[config.mk]
export PLATFORM = sky130hd
export DESIGN_NAME = eee_mmd_regs
export DESIGN_NICKNAME = d
export VERILOG_FILES = /design/src/pkg/eee_pkg.sv /design/src/hdl/eee_mmd_regs.sv
export VERILOG_INCLUDE_DIRS = /design/src /design/src/pkg
export SDC_FILE = /design/constraint.sdc
export NUM_CORES = 1
export LEC_CHECK = 0
export ABC_AREA = 1
export BUFFER_PORTS_ARGS = -buffer_cell sky130_fd_sc_hd__buf_2
export CELL_PAD_IN_SITES_DETAIL_PLACEMENT = 1
export CELL_PAD_IN_SITES_GLOBAL_PLACEMENT = 1
export CORE_MARGIN = 3
export CORE_UTILIZATION = 43
export DETAILED_ROUTE_END_ITERATION = 12
export PLACE_DENSITY = 0.95
export RECOVER_POWER = 100
export SYNTH_ARGS = -nofsm -noshare
export SYNTH_HDL_FRONTEND = slang
export SYNTH_SLANG_ARGS = --single-unit
[constraint.sdc]
create_clock -name mclk -period 5.1 [get_ports mclk]
set_input_delay 0.765 -clock mclk [delete_from_list [all_inputs] [get_ports mclk]]
set_output_delay 0.765 -clock mclk [all_outputs]
set_load 0.05 [all_outputs]
[src/pkg/eee_consts.svh]
// constants for the energy efficient and time sync management registers
// Behaviour
// - energy capability bit 2 reads 1 when 1000BASE-T energy saving is supported, read-only.
// - energy capability bit 1 reads 1 when 100BASE-TX energy saving is supported; bits 0 and 15:3 read zero.
// - each wake sequence that misses its deadline, in refresh or wakeup, adds one to the wake fault counter; the code holds the count at 16'hffff.
// - the 16-bit wake fault counter clears when read and on hardware or software reset.
// - the local advertisement is what goes out in the next page after the energy technology message.
// - advertisement bit 2 is writable, resets to 0, and enables the 1000BASE-T energy advertisement.
// - advertisement bit 1 is writable, resets to 0, and enables the 100BASE-TX energy advertisement.
// - the partner advertisement register is read-only and writes leave it unchanged.
// - on auto-negotiation complete the partner register loads bit 2 and bit 1 from the remote page.
// - while the link is down every time sync capability and delay register reads zero.
// - each register is selected by device address and register address, such as 1.1801.
// - each layer's time sync capability shows transmit in bit 1 and receive in bit 0.
// - PCS path delays are split into a low register and the following high register.
// - the PMA/PMD delay registers give transmit and receive maximum and minimum delay.
// - the MAC side extender layer delay registers give transmit and receive maximum and minimum delay.
`ifndef EEE_CONSTS_SVH
`define EEE_CONSTS_SVH
`define EEE_REG_MMD_CTRL   5'h0d
`define EEE_REG_MMD_DATA   5'h0e
`define EEE_DEV_PMA        5'h01
`define EEE_DEV_PCS        5'h03
`define EEE_DEV_XS         5'h04
`define EEE_DEV_AN         5'h07
`define EEE_A_TS_CAP       16'h0708
`define EEE_A_TX_MAX       16'h0709
`define EEE_A_TX_MAX_HI    16'h070a
`define EEE_A_TX_MIN       16'h070b
`define EEE_A_TX_MIN_HI    16'h070c
`define EEE_A_RX_MAX       16'h070d
`define EEE_A_RX_MAX_HI    16'h070e
`define EEE_A_RX_MIN       16'h070f
`define EEE_A_RX_MIN_HI    16'h0710
`define EEE_A_ENERGY_CAP   16'h0014
`define EEE_A_WAKE_CNT     16'h0016
`define EEE_A_LOCAL_ADV    16'h003c
`define EEE_A_PARTNER_ADV  16'h003d
`define EEE_BIT_1000       2
`define EEE_BIT_100        1
`define EEE_FN_ADDR        2'h0
`define EEE_FN_DATA        2'h1
`define EEE_FN_INC_RW      2'h2
`define EEE_FN_INC_WR      2'h3
`define EEE_ADV_MASK       16'h0006
`define EEE_ADV_RST        16'h0000
`define EEE_LP_RST         16'h0000
`define EEE_CNT_RST        16'h0000
`define EEE_CNT_MAX        16'hffff
`define EEE_CAP_1000       1'b1
`define EEE_CAP_100        1'b1
`define EEE_PMA_TS_CAP     2'h3
`define EEE_PCS_TS_CAP     2'h3
`define EEE_XS_TS_CAP      2'h3
`define EEE_PMA_TX_MAX     16'h0040
`define EEE_PMA_TX_MIN     16'h0030
`define EEE_PMA_RX_MAX     16'h0050
`define EEE_PMA_RX_MIN     16'h0038
`define EEE_PCS_TX_MAX_LO  16'h0120
`define EEE_PCS_TX_MAX_HI  16'h0000
`define EEE_PCS_TX_MIN_LO  16'h0100
`define EEE_PCS_TX_MIN_HI  16'h0000
`define EEE_PCS_RX_MAX_LO  16'h0140
`define EEE_PCS_RX_MAX_HI  16'h0000
`define EEE_PCS_RX_MIN_LO  16'h0110
`define EEE_PCS_RX_MIN_HI  16'h0000
`define EEE_XS_TX_MAX      16'h0020
`define EEE_XS_TX_MIN      16'h0010
`define EEE_XS_RX_MAX      16'h0024
`define EEE_XS_RX_MIN      16'h0014
`endif

[src/pkg/eee_pkg.sv]
// types for the energy efficient and time sync management registers
package eee_pkg;

   // whole state of the register block
   typedef struct packed {
      logic [1:0]  func;     // access control function
      logic [4:0]  devad;    // selected device address
      logic [15:0] addr;     // selected register address
      logic [15:0] adv;      // local energy advertisement
      logic [15:0] lp;       // partner energy advertisement
      logic [15:0] wake_cnt; // wake fault count
      logic [15:0] rdata;    // last read answer
      logic        rvalid;   // read answer strobe
   } eee_state_s;

endpackage : eee_pkg

[src/hdl/eee_mmd_regs.sv]
// indirect device register bank for energy saving and time sync
`timescale 1ns/1ps
`include "eee_consts.svh"

module eee_mmd_regs (
   input  wire logic        mclk,
   input  wire logic        resetn,
   input  wire logic        soft_reset,
   input  wire logic        mgmt_wr,
   input  wire logic        mgmt_rd,
   input  wire logic [4:0]  mgmt_addr,
   input  wire logic [15:0] mgmt_wdata,
   input  wire logic        link_up,
   input  wire logic        wake_fault,
   input  wire logic        an_complete,
   input  wire logic [15:0] partner_page,
   output logic      [15:0] mgmt_rdata,
   output logic             mgmt_rvalid,
   output logic      [15:0] local_adv_page
);

   // reset image of the whole state
   localparam eee_pkg::eee_state_s ST_RST = '{
      func:     `EEE_FN_ADDR,
      devad:    5'h00,
      addr:     16'h0000,
      adv:      `EEE_ADV_RST,
      lp:       `EEE_LP_RST,
      wake_cnt: `EEE_CNT_RST,
      rdata:    16'h0000,
      rvalid:   1'b0
   };

   eee_pkg::eee_state_s st;
   eee_pkg::eee_state_s next_st;
   logic [15:0]         mmd_val;
   logic                cnt_clr;
   logic                addr_inc;

   // time sync capability word, transmit bit 1, receive bit 0
   function automatic logic [15:0] ts_cap(input logic [1:0] c);
      ts_cap = {14'h0000, c};
   endfunction : ts_cap

   // energy capability word of the pcs
   function automatic logic [15:0] energy_cap();
      logic [15:0] v;
      v = 16'h0000;
      v[`EEE_BIT_1000] = `EEE_CAP_1000;
      v[`EEE_BIT_100] = `EEE_CAP_100;
      energy_cap = v;
   endfunction : energy_cap

   // pma/pmd time sync registers
   function automatic logic [15:0] pma_reg(input logic [15:0] a);
      case (a)
         `EEE_A_TS_CAP: pma_reg = ts_cap(`EEE_PMA_TS_CAP);
         `EEE_A_TX_MAX: pma_reg = `EEE_PMA_TX_MAX;
         `EEE_A_TX_MIN: pma_reg = `EEE_PMA_TX_MIN;
         `EEE_A_RX_MAX: pma_reg = `EEE_PMA_RX_MAX;
         `EEE_A_RX_MIN: pma_reg = `EEE_PMA_RX_MIN;
         default:       pma_reg = 16'h0000;
      endcase
   endfunction : pma_reg

   // pcs time sync registers, delays split low then high
   function automatic logic [15:0] pcs_reg(input logic [15:0] a);
      case (a)
         `EEE_A_TS_CAP:    pcs_reg = ts_cap(`EEE_PCS_TS_CAP);
         `EEE_A_TX_MAX:    pcs_reg = `EEE_PCS_TX_MAX_LO;
         `EEE_A_TX_MAX_HI: pcs_reg = `EEE_PCS_TX_MAX_HI;
         `EEE_A_TX_MIN:    pcs_reg = `EEE_PCS_TX_MIN_LO;
         `EEE_A_TX_MIN_HI: pcs_reg = `EEE_PCS_TX_MIN_HI;
         `EEE_A_RX_MAX:    pcs_reg = `EEE_PCS_RX_MAX_LO;
         `EEE_A_RX_MAX_HI: pcs_reg = `EEE_PCS_RX_MAX_HI;
         `EEE_A_RX_MIN:    pcs_reg = `EEE_PCS_RX_MIN_LO;
         `EEE_A_RX_MIN_HI: pcs_reg = `EEE_PCS_RX_MIN_HI;
         default:          pcs_reg = 16'h0000;
      endcase
   endfunction : pcs_reg

   // mac side extender layer time sync registers
   function automatic logic [15:0] xs_reg(input logic [15:0] a);
      case (a)
         `EEE_A_TS_CAP: xs_reg = ts_cap(`EEE_XS_TS_CAP);
         `EEE_A_TX_MAX: xs_reg = `EEE_XS_TX_MAX;
         `EEE_A_TX_MIN: xs_reg = `EEE_XS_TX_MIN;
         `EEE_A_RX_MAX: xs_reg = `EEE_XS_RX_MAX;
         `EEE_A_RX_MIN: xs_reg = `EEE_XS_RX_MIN;
         default:       xs_reg = 16'h0000;
      endcase
   endfunction : xs_reg

   // true when device and address select the wake fault counter
   function automatic logic is_wake(input logic [4:0]  dev,
                                    input logic [15:0] a);
      is_wake = (dev == `EEE_DEV_PCS) && (a == `EEE_A_WAKE_CNT);
   endfunction : is_wake

   // read value of one device register
   function automatic logic [15:0] mmd_read(
      input logic [4:0]  dev,
      input logic [15:0] a,
      input logic [15:0] adv,
      input logic [15:0] lp,
      input logic [15:0] cnt,
      input logic        link
   );
      logic [15:0] v;
      v = 16'h0000;
      case (dev)
         `EEE_DEV_PMA: begin
            if (link) begin
               v = pma_reg(a);
            end
         end
         `EEE_DEV_PCS: begin
            if (a == `EEE_A_ENERGY_CAP) begin
               v = energy_cap();
            end else if (is_wake(dev, a)) begin
               v = cnt;
            end else if (link) begin
               v = pcs_reg(a);
            end
         end
         `EEE_DEV_XS: begin
            if (link) begin
               v = xs_reg(a);
            end
         end
         `EEE_DEV_AN: begin
            if (a == `EEE_A_LOCAL_ADV) begin
               v = adv;
            end else if (a == `EEE_A_PARTNER_ADV) begin
               v = lp;
            end
         end
         default: begin
            v = 16'h0000;
         end
      endcase
      mmd_read = v;
   endfunction : mmd_read

   // value of the currently selected device register
   assign mmd_val = mmd_read(st.devad, st.addr, st.adv, st.lp,
                             st.wake_cnt, link_up);

   // next state: management access, counter, partner load
   always_comb begin
      next_st = st;
      next_st.rvalid = 1'b0;
      cnt_clr = 1'b0;
      addr_inc = 1'b0;
      // management writes take precedence over reads
      if (mgmt_wr) begin
         case (mgmt_addr)
            `EEE_REG_MMD_CTRL: begin
               next_st.func = mgmt_wdata[15:14];
               next_st.devad = mgmt_wdata[4:0];
            end
            `EEE_REG_MMD_DATA: begin
               if (st.func == `EEE_FN_ADDR) begin
                  next_st.addr = mgmt_wdata;
               end else begin
                  addr_inc = (st.func != `EEE_FN_DATA);
                  // only the local advertisement is writable
                  if ((st.devad == `EEE_DEV_AN) &&
                      (st.addr == `EEE_A_LOCAL_ADV)) begin
                     next_st.adv = mgmt_wdata & `EEE_ADV_MASK;
                  end
               end
            end
            default: begin
               next_st.func = st.func;
            end
         endcase
      end else if (mgmt_rd) begin
         next_st.rvalid = 1'b1;
         case (mgmt_addr)
            `EEE_REG_MMD_CTRL: begin
               next_st.rdata = {st.func, 9'h000, st.devad};
            end
            `EEE_REG_MMD_DATA: begin
               if (st.func == `EEE_FN_ADDR) begin
                  next_st.rdata = st.addr;
               end else begin
                  next_st.rdata = mmd_val;
                  cnt_clr = is_wake(st.devad, st.addr);
                  addr_inc = (st.func == `EEE_FN_INC_RW);
               end
            end
            default: begin
               next_st.rdata = 16'h0000;
            end
         endcase
      end
      // post increment of the register address
      if (addr_inc) begin
         next_st.addr = st.addr + 16'h0001;
      end
      // wake fault counting; a fault in the clearing cycle is kept
      if (wake_fault) begin
         if (cnt_clr) begin
            next_st.wake_cnt = 16'h0001;
         end else if (st.wake_cnt != `EEE_CNT_MAX) begin
            next_st.wake_cnt = st.wake_cnt + 16'h0001;
         end
      end else if (cnt_clr) begin
         next_st.wake_cnt = `EEE_CNT_RST;
      end
      // partner advertisement captured at negotiation end
      if (an_complete) begin
         next_st.lp = partner_page & `EEE_ADV_MASK;
      end
      // software reset returns every register to reset value
      if (soft_reset) begin
         next_st = ST_RST;
      end
   end

   // state register
   always_ff @(posedge mclk or negedge resetn) begin
      if (!resetn) begin
         st <= ST_RST;
      end else begin
         st <= next_st;
      end
   end

   // outputs straight from the state flops
   assign mgmt_rdata = st.rdata;
   assign mgmt_rvalid = st.rvalid;
   assign local_adv_page = st.adv;

endmodule : eee_mmd_regs

After elaboration in Yosys (flattened, before gate mapping)

Cells that the tools add are included.

Input bits: 45
Output and inout bits: 33
Logic and storage cells: 88
Bits in registers: 88

Reductions and logical operators: 19
Add/sub/neg operators: 2
Eq/ne operators: 20
Multiplexer cells: 39

Operators with widths:

| cell                                                                    | count |
|---|---|
| 16-bit 2-to-1 mux                                                       | 15 |
| 88-bit 2-to-1 mux                                                       | 1 |
| 16-bit by 11-bit equality test with 1-bit output, second input constant | 5 |
| 16-bit case mux with 4 select lines                                     | 1 |
| 9-bit case mux with 5 select lines                                      | 1 |
| 39-bit 2-to-1 mux                                                       | 1 |
| 7-bit case mux with 5 select lines                                      | 1 |
| 17-bit 2-to-1 mux                                                       | 2 |
| 16-bit by 1-bit adder with 16-bit output, second input constant         | 2 |
| 16-bit by 5-bit equality test with 1-bit output, second input constant  | 2 |
| 16-bit by 6-bit equality test with 1-bit output, second input constant  | 2 |
| 32-bit 2-to-1 mux                                                       | 1 |
| 16-bit case mux with 2 select lines                                     | 1 |
| 6-bit case mux with 5 select lines                                      | 1 |
| 16-bit != test, second input constant                                   | 1 |
| 3-bit nonzero test                                                      | 5 |
| 2-bit nonzero test                                                      | 6 |
| 5-bit by 3-bit equality test with 1-bit output, second input constant   | 2 |
| 5-bit by 4-bit equality test with 1-bit output, second input constant   | 2 |
| 1-bit 2-to-1 mux                                                        | 10 |
| 9-bit 2-to-1 mux                                                        | 1 |
| 6-bit 2-to-1 mux                                                        | 1 |
| 2-bit AND reduction                                                     | 3 |
| 5-bit by 1-bit equality test with 1-bit output, second input constant   | 1 |
| other kinds (10)                                                        | 12 |

Longest topological paths before layout

Gate-level depths: netlist of run 1.

Word-level depth: 11
Depth in mapped cells: 14

Worst setup path after synthesis of run 1

No wires, ideal clock.

Path type: input -> register
Start point: input mgmt_addr[3]
End point: register st[66] (netlist bit)
Arrival: 1.875 ns
Stages on the path: 10
Path slack: 3.095 ns
Data required time: 4.970 ns
Cells stage by stage: nand2_1 > nor2_2 > nand2_2 > nor2_4 > nand2_1 > a21oi_4 > nor2_2 > inv_1 > clkbuf_1 > o21ai_0

Word-level cells in the longest chain between the ends: 6
Elaborated cells on any way between the ends: 11

Ends and longest elaborated chain:

| what                                                                             | line                                     | text |
|---|---|---|
| from (decl)                                                                      | eee_mmd_regs.sv:11                       | `input wire logic [4:0] mgmt_addr,` |
| 5-bit by 4-bit equality test with 1-bit output *                                 | eee_mmd_regs.sv:157, eee_mmd_regs.sv:180 |  |
| 1-bit 2-to-1 mux                                                                 | eee_mmd_regs.sv:180                      | `case (mgmt_addr)` |
| 1-bit 2-to-1 mux                                                                 | eee_mmd_regs.sv:178                      | `end else if (mgmt_rd) begin` |
| 1-bit 2-to-1 mux                                                                 | eee_mmd_regs.sv:156                      | `if (mgmt_wr) begin` |
| 3-bit nonzero test (no source line) / 16-bit 2-to-1 mux (equally long branches)  | n/a                                      |  |
| 3-bit AND reduction (no source line) / 88-bit 2-to-1 mux (equally long branches) | n/a                                      |  |
| to (signal assigned)                                                             | eee_mmd_regs.sv:227                      | `st <= next_st;` |
| to (decl)                                                                        | eee_mmd_regs.sv:34                       | `eee_pkg::eee_state_s st;` |

Every way passes the cells marked *; elsewhere a longest branch is shown, timed or not.
A chain may end at the register's enable or synchronous reset.

Final worst setup path of run 1

Start point: register st[86] (netlist bit)
End point: register st[80] (netlist bit)

Word-level cells in the longest chain between the ends: 7
Elaborated cells on any way between the ends: 15

Ends and longest elaborated chain:

| what                                                                             | line                | text |
|---|---|---|
| 2-bit equality test (no source line) / 2-bit zero test (equally long branches)   | n/a                 |  |
| 1-bit 2-to-1 mux                                                                 | eee_mmd_regs.sv:185 | `` if (st.func == `EEE_FN_ADDR) begin `` |
| 1-bit 2-to-1 mux                                                                 | eee_mmd_regs.sv:180 |  |
| 1-bit 2-to-1 mux                                                                 | eee_mmd_regs.sv:178 |  |
| 1-bit 2-to-1 mux                                                                 | eee_mmd_regs.sv:156 |  |
| 3-bit nonzero test (no source line) / 16-bit 2-to-1 mux (equally long branches)  | n/a                 |  |
| 3-bit AND reduction (no source line) / 88-bit 2-to-1 mux (equally long branches) | n/a                 |  |

Parallel ways exist; a longest one is shown, timed or not.

==> results of run 1 <==
[worst paths after layout]
check / cells past startpoint / end / startpoint
worst min-delay path: 2 / mgmt_rdata[11] / mgmt_rdata[11]
max in group asynchronous: 2 / st[65] / resetn
worst max-delay path: 7 / st[80] / st[86]
worst min register to register: 2 / mgmt_rdata[11] / mgmt_rdata[11]
worst max register to register: 7 / st[80] / st[86]
min in group asynchronous: 2 / st[28] / resetn
[metal layers]
layer  routed length (um)  GRT usage (%)  up-vias
met5                    0              0        -
met4                  495           12.2        0
met3                  557           3.00       38
met2                 7280           47.6      124
met1                 6310           32.5     2149
li1                     -              -     2109
[critical path: stages, from the launching register on]
cell and delay (ns):
dfrtp_1 0.40, nor2_1 0.61, inv_1 0.50, o21ai_0 0.28
nor2_1 0.14, nor2_1 0.96, o211ai_1 0.19, nand2_1 0.13
[flip-flops by register name, indices dropped and copies added, names as in the netlist]
name,cells
local_adv_page,2
mgmt_rvalid,1
st,41
mgmt_rdata,16
[area by class of cell]
cell class	instances	area share, %
Inverter	85	6.77
Tap cell	133	3.53
Clock buffer	10	2.71
Sequential cell	60	31.8
Timing Repair Buffer	50	4.80
Multi-Input combinational cell	484	49.0
Clock inverter	6	1.38
[power by group through the flow]
stage	clock, mW	sequential (mW)	combinational, mW
2_1_floorplan	0	0.515	0.137
5_1_grt	0.465	0.517	0.199
3_3_place_gp	0	0.521	0.172
3_5_place_dp	0	0.523	0.178
4_1_cts	0.444	0.514	0.181
6_report	0.437	0.515	0.178
[cells in the final DEF, fill, tap and decap left out, types with 3 or more instances in the layout]
master,instances
nor3_1,16
inv_2,6
a21oi_1,18
buf_2,28
ha_1,5
o211ai_1,3
inv_1,79
nand3_1,43
o21bai_1,3
nor2_1,75
nand2_2,4
clkbuf_8,9
clkinvlp_4,4
xor2_1,15
nand2_1,190
nand4_1,9
nand3b_1,4
nor2_2,6
dfrtp_1,60
o21ai_0,49
o22ai_1,12
conb_1,14
clkbuf_1,22
a31oi_1,4
[kinds of logic after synthesis]
logic type	count (synthesis)	share of synthesized area, %
flops	60	33.8
other cells	1	0.0845
buf+inv	130	14.5
fa+ha+maj	5	1.41
compound gates	95	12.0
xor+xnor	16	3.16
simple gates	354	35.1
[per-stage QoR]
| stage | setup WS (ns) | utilization, % |
|---|---|---|
| 6_report | 1.82 | 47.6 |
| 2_1_floorplan | 3.09 | - |
| 5_1_grt | 1.45 | 47.6 |
| 4_1_cts | 2.56 | 48.2 |
| 3_3_place_gp | 2.43 | 46.2 |
| 3_5_place_dp | 2.32 | 46.2 |
==> reports/metrics.cfg, run 1 <==
[logic_synthesis]
synthTopCellsByArea = dfrtp_1 34%, nand2_1 16%, inv_1 6.7%, nor2_1 6.1%, buf_4 5.9%
ys_seq_area_share_pct = 33.8
syn-cell-area_um2 = 4440
yosysWarnings = 0
ys_top_cells_by_count = 189 x nand2_1, 79 x inv_1, 72 x nor2_1, 60 x dfrtp_1, 48 x o21ai_0
synth.most_common_cell = nand2_1
yosysTopAreaCell = dfrtp_1
ys.flop_type = dfrtp_1
ys_types = 37
synth_seq_cells = 60
yosysTopAreaCellShare_pct = 33.8
syn_inst = 661
synth_edf_count = 0
synth_async_sr_flop_share_pct = 100
avgSynthCellArea_um2 = 6.71

[place]
port_buffers = 49
dpl.hpwl_um = 11000
dp.cells = 812
gp_congestion = 0.993
placed_cell_area_um2 = 4580

[timing]
clock_skew_ns = 0.0104
tns_ns = 0
holdWs_ns = 0.487
fmax_mhz = 305
slew_viol_final = 0
final.period_utilization_pct = 64.3
hold_viol = 0
worst_pin_slew_ns = 1.23
slew_headroom_pct = 17.8
fin_crit_ns = 3.28
setup_viol = 0
rsz0062_at_grt = false

[pwr]
p_int_mw = 0.760
p_comb_share_pct = 15.8
clockPowerShare_pct = 38.7
leakage_nw = 2.31
p_sw_mw = 0.370
ir_worst_vdd_mv = 0.104
p_sw_share_pct = 32.7
power_mw = 1.13
sequentialPowerShare_pct = 45.6
power_density_nw_per_um2 = 240

[route]
firstDrtPassIters = 5
wl_per_cell_um = 17.7
drt_iter0_markers = 267
routed_wl_um = 14600
ant_nets = 0
post_drt_via_cell_ratio = 5.34
vias = 4420
route.detailed.drc = 0

[setup_path]
cp_max_fo = 16
path_class = flip-flop to flip-flop
critPathLaunchType = flip-flop
cp-end-kind = flip-flop
required_ns = 5.39
reg2reg_slack_ns = 1.82
critPathArrivalTime_ns = 3.57

[final_layout]
multi_input_area_um2 = 2310
antennaDiodeCount = 0
final_area_um2 = 4710
final_cells = 828
fillers = 1367
ff_latch_area_um2 = 1500
drive_above_1_share_pct = 9.78
area_growth_pct = 6.26
nets = 740

[global_route]
overflow = 0
grt_use_total_pct = 26.8
grt_pass1_wl_um = 24100
antenna_found_initial = 0
grt_max_degree = 61
grt_pass1_vias = 4813

[floorplanning]
rows = 36
fp.coreArea_um2 = 9910
io_pins = 78
die_h_um = 108
dieArea_um2 = 11600
die_x_um = 108
start_util_pct = 44.8

[clock_tree]
cts-root-buf = clkbuf_8
htree_levels = 3
tritoncts = done
clock_path_buffers = 2
post_cts_buffers = 0
cts.sinks = 60
holdBufCountCts = 0
post_cts_resized = 0
path_clk_slew_ns = 0.07
cts_made_buffers = 9
clk_latency_ns = 0.36

[run]
drv_cap = 0

[worst_hold_path]
hp-class = flip-flop to flip-flop

[outcome]
status = completed

(Power assumes the default switching activity.)
==> run 2, diff against run 1 <==
- CORE_UTILIZATION: 43 -> 40
- PLACE_DENSITY: 0.95 -> 0.9
- clock period: 5.1 -> 3.4 ns (I/O delays scaled with it)
==> run 2 against run 1 <==
Effect of this change: the run now ends with capacitance limit, slew limit left; die area rose by 7.1%; setup slack got worse by 0.92 ns; worst hold slack got worse by 0.098 ns; flip-flop and latch count is the same; sequential power grew 50%; critical path depth up 3; via count increased by 0.48%; sequential share of layout area fell by 0.067 points; final area increased by 0.21%; global-route usage is 2.5 points lower; wire length rose by 0.46%; clock power increased by 50%; largest cell class unchanged; highest routed layer unchanged.
==> reports/metrics.cfg, run 2 (synthesis gave the netlist of run 1 again) <==
[setup_path]
critPathLaunchType = flip-flop
critPathArrivalTime_ns = 2.71  ; -0.86 ns
cp_max_fo = 21  ; +5
r2r_end = st[17]
path_class = flip-flop to flip-flop
cp_slowest_stage_delay_ns = 0.54  ; -0.42 ns
required_ns = 3.61  ; -1.78 ns
slowest_stage = nand3_1
reg2reg_slack_ns = 0.90  ; -0.92 ns
worst_r2r_path_depth = 10  ; +3
cp-end-kind = flip-flop
cpMostUsedCell = nand2_1
crit_chain = ha_1, nand2_1, nor2_1, nand2_1, nor2_1, nand3_1, nand2_2, nand3_1, nand2_1, o22ai_1
timing.rr.start = st[17]

[place]
dp_slack_ns = 0.955  ; -1.37 ns
port_buffers = 49  ; unchanged
placed_cell_area_um2 = 4590  ; +0.25%
gp_congestion = 0.962  ; -3.2%
dpl.hpwl_um = 11100  ; +0.96%

[outcome]
status = finished with violations
violations = capacitance limit, slew limit

[route]
firstDrtPassIters = 5  ; unchanged
drt_iter0_markers = 313  ; +17%
post_drt_via_cell_ratio = 5.34  ; about the same
vias = 4441  ; +0.48%
ant_nets = 0  ; unchanged
routed_wl_um = 14700  ; +0.46%
route.detailed.drc = 0  ; unchanged
wl_per_cell_um = 17.7  ; about the same

[run]
drv_cap = 1  ; +1

[global_route]
grt_pass1_vias = 4763  ; -1.0%
grtUsageMet3_pct = 3.66  ; +0.66 points
grt_busiest_layer = met2
grt_use_met2_pct = 42.4  ; -5.1 points
grt_use_total_pct = 24.3  ; -2.5 points
overflow = 0  ; unchanged
grt_max_degree = 61  ; unchanged
antenna_found_initial = 0  ; unchanged
grt_pass1_wl_um = 24400  ; +0.97%
met1_usage_pct = 30.9  ; -1.6 points

[timing]
worst_pin_slew_ns = 1.56  ; +0.327 ns
fin_crit_ns = 2.50  ; -0.778 ns
clock_skew_ns = 0.00906  ; -0.00138 ns
slew_viol_final = 61  ; +61
fmax_mhz = 400  ; +31%
fin_ws_ns = 0.897  ; -0.922 ns
rsz0062_at_grt = false
slew_headroom_pct = -3.67  ; -21 points
tns_ns = 0  ; unchanged
hold_viol = 0  ; unchanged
setup_viol = 0  ; unchanged
final.period_utilization_pct = 73.6  ; +9.3 points

[clock_tree]
cts.sinks = 60  ; unchanged
post_cts_resized = 0  ; unchanged
cts-root-buf = clkbuf_8
cts_made_buffers = 9  ; unchanged
post_cts_buffers = 0  ; unchanged
htree_levels = 3  ; unchanged
tritoncts = done
clk_latency_ns = 0.36  ; about the same
clock_path_buffers = 2  ; unchanged
holdBufCountCts = 0  ; unchanged
path_clk_slew_ns = 0.08  ; about the same

[floorplanning]
dieArea_um2 = 12400  ; +7.1%
die_x_um = 111  ; +3.5%
rows = 37  ; +2.8%
start_util_pct = 42.0  ; -2.7 points
io_pins = 78  ; unchanged
die_h_um = 111  ; +3.5%
fp.coreArea_um2 = 10600  ; +6.5%

[final_layout]
nets = 741  ; +0.14%
fin_util_pct = 44.8  ; -2.8 points
drive_above_1_share_pct = 10.1  ; +0.27 points
layout_commonest_cell = nand2_1
area_growth_pct = 6.49
final_area_um2 = 4720  ; +0.21%
regMostFlops = st
antennaDiodeCount = 0  ; unchanged
largest_reg_flops = 41  ; unchanged
final_cell_mix = 189 x nand2_1, 79 x inv_1, 74 x nor2_1, 60 x dfrtp_1, 49 x o21ai_0

[pwr]
power_density_nw_per_um2 = 360  ; +50%
power_mw = 1.70  ; +50%
ir_worst_vdd_mv = 0.137  ; +32%
leakage_nw = 2.32  ; +0.55%

[worst_hold_path]
hp-start = partner_page[1]
hold_depth = 3  ; +1
hp-class = input port to flip-flop
holdPathEnd = st[34]

## run 2: changes by cell type in the layout (fill, tap and decap cells not counted)
| cell | before | now |
|---|---|---|
| nand2_1 | 190 | 189 |
| clkinv_2 | 1 | 3 |
| clkbuf_1 | 22 | 23 |
| clkbuf_2 | 0 | 1 |
| nor2_4 | 2 | 3 |
| clkinvlp_4 | 4 | 1 |
| nand2_2 | 4 | 5 |
| nor2_1 | 75 | 74 |
## run 2: area by class of cell
cell class,count,area [um2]
Fill cell,1464,5830
Multi-Input combinational cell,484,2320
Sequential cell,60,1500
Inverter,85,319
Timing Repair Buffer,51,231
Tap cell,136,170
Clock buffer,11,131
Clock inverter,5,52.6
## run 2: where the power goes
part | internal (mW) | total (mW) | switching (mW)
Sequential | 0.737 | 0.772 | 0.0354
Clock | 0.335 | 0.655 | 0.319
Combinational | 0.0673 | 0.274 | 0.207
## run 2: metal layers
| metal | share of wire [%] | up-vias |
|---|---|---|
| met5 | 0 | - |
| met4 | 2.0 | 0 |
| met3 | 4.8 | 21 |
| met2 | 50 | 124 |
| met1 | 44 | 2177 |
| li1 | - | 2119 |
## run 2: worst max path at each step
stage                       startpoint              to  slack (ns)  depth (start not counted)
after floorplan           mgmt_addr[3]          st[66]        1.65                         10
after global placement    mgmt_addr[4]          st[80]        1.02                         10
after detailed placement  mgmt_addr[1]          st[80]        0.95                         11
after CTS                       st[86]  mgmt_rdata[10]        1.15                          9
after global routing            st[17]          st[28]        0.65                         12
final                           st[17]          st[17]        0.90                         10
## run 2: critical path: cells and delay by family, from the launching register on
| kind | cells | cell delay, ns |
|---|---|---|
| simple gates | 8 | 1.64 |
| fa+ha+maj | 1 | 0.21 |
| compound gates | 1 | 0.11 |
| flops | 1 | 0.39 |
## run 2: per-stage QoR
step / hold WS (ns) / cells
floorplan: 0.214 / 674
global placement: 0.463 / 816
detailed placement: 0.465 / 816
CTS: 0.355 / 832
global route: 0.419 / 832
finish: 0.389 / 832
==> run 3, diff against run 2 <==
- CORE_UTILIZATION: 40 -> 36
- PLACE_DENSITY: 0.9 -> 0.86
- clock period: 3.4 -> 2.1 ns (I/O delays scaled with it)
==> run 3 against run 2 <==
Effect of this change: the flow now finishes without violations; combinational power increased by 81%; flip-flop and latch count unchanged; power increased by 81%; critical path depth increased by 2; non-clock buffer count increased by 27; via count increased by 1.2%; clock skew decreased by 0.0017 ns; clock-buffer cell count unchanged; register-to-register slack got worse by 0.78 ns; sequential share of layout area decreased by 2.1 points; final area increased by 7.1%; clock power increased by 100%; largest cell class unchanged.
==> reports/metrics.cfg, run 3 (synthesis gave the netlist of run 1 again) <==
[clock_tree]
cts.sinks = 60  ; unchanged
path_clk_slew_ns = 0.05  ; -0.03 ns
post_cts_resized = 0  ; unchanged
cts-root-buf = clkbuf_16
tritoncts = done
cts_made_buffers = 9  ; unchanged
holdBufCountCts = 0  ; unchanged
clock_path_buffers = 2  ; unchanged
post_cts_buffers = 0  ; unchanged
htree_levels = 3  ; unchanged
clk_latency_ns = 0.34  ; -0.02 ns

[final_layout]
antennaDiodeCount = 0  ; unchanged
layout_commonest_cell = nand2_1
final_cell_mix = 189 x nand2_1, 77 x inv_1, 67 x nor2_1, 60 x dfrtp_1, 49 x o21ai_0
area_growth_pct = 14.1
nets = 768  ; +3.6%
largest_reg_flops = 41  ; unchanged
final_cells = 864  ; +3.8%
regMostFlops = st
drive_above_1_share_pct = 15.0  ; +4.9 points

[setup_path]
path_class = flip-flop to flip-flop
critPathArrivalTime_ns = 2.20  ; -0.51 ns
required_ns = 2.31  ; -1.30 ns
critPathLaunchType = flip-flop
cp_max_fo = 4  ; -81%
path_buf_inv = 1  ; +1
slowest_stage = dfrtp_1
cp-end-kind = flip-flop
cp_slowest_stage_delay_ns = 0.37  ; -0.17 ns
crit_family = simple AND/OR/NAND/NOR gates
crit_chain = ha_1, nand2_1, nor2_2, nand2_1, nor2_2, nand3_1, nand2_2, nand2_1, nor2_4, buf_4, nand2_1, o21ai_0
cpMostUsedCell = nand2_1

[pwr]
p_sw_mw = 0.927  ; +65%
ir_worst_vdd_mv = 0.318  ; +130%
clockPowerShare_pct = 43.4  ; +4.9 points
leakage_nw = 2.49  ; +7.3%
sequentialPowerShare_pct = 40.4  ; -5.0 points
power_density_nw_per_um2 = 607  ; +69%
p_int_mw = 2.15  ; +88%
p_sw_share_pct = 30.2  ; -2.8 points
p_comb_share_pct = 16.2  ; about the same

[floorplanning]
start_util_pct = 37.9  ; -4.1 points
rows = 39  ; +5.4%
io_pins = 78  ; unchanged
die_x_um = 117  ; +5.1%
dieArea_um2 = 13700  ; +10%
fp.coreArea_um2 = 11700  ; +11%
die_h_um = 117  ; +5.1%

[timing]
fin_crit_ns = 1.99  ; -0.516 ns
fin_ws_ns = 0.113  ; -0.784 ns
hold_viol = 0  ; unchanged
setup_viol = 0  ; unchanged
tns_ns = 0  ; unchanged
fmax_mhz = 503  ; +26%
rsz0062_at_grt = false
holdWs_ns = 0.232  ; -0.158 ns
worst_pin_slew_ns = 1.48  ; -0.0797 ns
clock_skew_ns = 0.00733  ; -0.00173 ns
slew_viol_final = 0  ; -100%
slew_headroom_pct = 1.64  ; +5.3 points
final.period_utilization_pct = 94.6  ; +21 points

[global_route]
grt_busiest_layer = met2
grt_pass1_vias = 4697  ; -1.4%
grt_use_met2_pct = 39.9  ; -2.5 points
met1_usage_pct = 28.3  ; -2.6 points
grt_pass1_wl_um = 24000  ; -1.4%
grt_use_total_pct = 23.0  ; -1.3 points
grtUsageMet3_pct = 3.29  ; -0.37 points
overflow = 0  ; unchanged
antenna_found_initial = 0  ; unchanged
grt_max_degree = 37  ; -39%

[route]
wl_per_cell_um = 17.5  ; -0.87%
drt_iter0_markers = 168  ; -46%
vias = 4495  ; +1.2%
ant_nets = 0  ; unchanged
post_drt_via_cell_ratio = 5.20  ; -2.5%
routed_wl_um = 15100  ; +2.9%
route.detailed.drc = 0  ; unchanged
firstDrtPassIters = 4  ; -1

[worst_hold_path]
hp-class = input port to flip-flop

[place]
gp_congestion = 0.911  ; -5.3%
dpl.hpwl_um = 12000  ; +8.5%
dp_slack_ns = 0.0896  ; -0.865 ns
dp.cells = 850  ; +4.2%
port_buffers = 49  ; unchanged

[outcome]
status = completed

[run]
drv_cap = 0  ; -1

==> run 3: per-stage QoR <==
step | area, um2 | utilization [%] | power (mW)
6_report | 5060 | 43.2 | 3.07
5_1_grt | 5060 | 43.2 | 3.20
4_1_cts | 5070 | 43.3 | 3.09
3_5_place_dp | 4820 | 41.1 | 1.75
3_3_place_gp | 4820 | 41.1 | 1.74
2_1_floorplan | 4490 | - | 1.58
==> run 3: area by class of cell <==
type,count,area [um2]
multi-input combinational,484,2370
inverter,85,319
tap,143,179
clock buffer,11,243
sequential,60,1500
clock inverter,3,15.0
timing repair buffer,78,433
fill,1560,6650
==> run 3: power groups by stage <==
| stage | clock (mW) | sequential [mW] | combinational (mW) |
|---|---|---|---|
| 6_report | 1.33 | 1.24 | 0.497 |
| 5_1_grt | 1.40 | 1.25 | 0.550 |
| 4_1_cts | 1.35 | 1.24 | 0.501 |
| 3_5_place_dp | 0 | 1.26 | 0.495 |
| 3_3_place_gp | 0 | 1.26 | 0.480 |
| 2_1_floorplan | 0 | 1.25 | 0.333 |
==> run 3: path summary, 6_finish.rpt <==
check                                     start       endpoint  slack (ns)  cells past startpoint
worst min register to register    mgmt_rdata[6]  mgmt_rdata[6]        0.48                      2
worst min-delay path            partner_page[2]         st[35]        0.23                      3
max in group asynchronous                resetn         st[21]        0.41                      2
worst max register to register           st[18]         st[23]        0.11                     12
min in group asynchronous                resetn         st[87]        0.32                      1
worst max-delay path                     st[18]         st[23]        0.11                     12
==> run 3: routing by layer <==
layer,part of all wire [%],vias up
li1,-,2172
met1,43,2193
met2,49,105
met3,4.4,25
met4,3.0,0
met5,0,-
==> run 3: worst min-delay path, cell delays in order <==
cell     delay [ns]
buf_2          0.08
nand3_1        0.07
o21ai_0        0.07
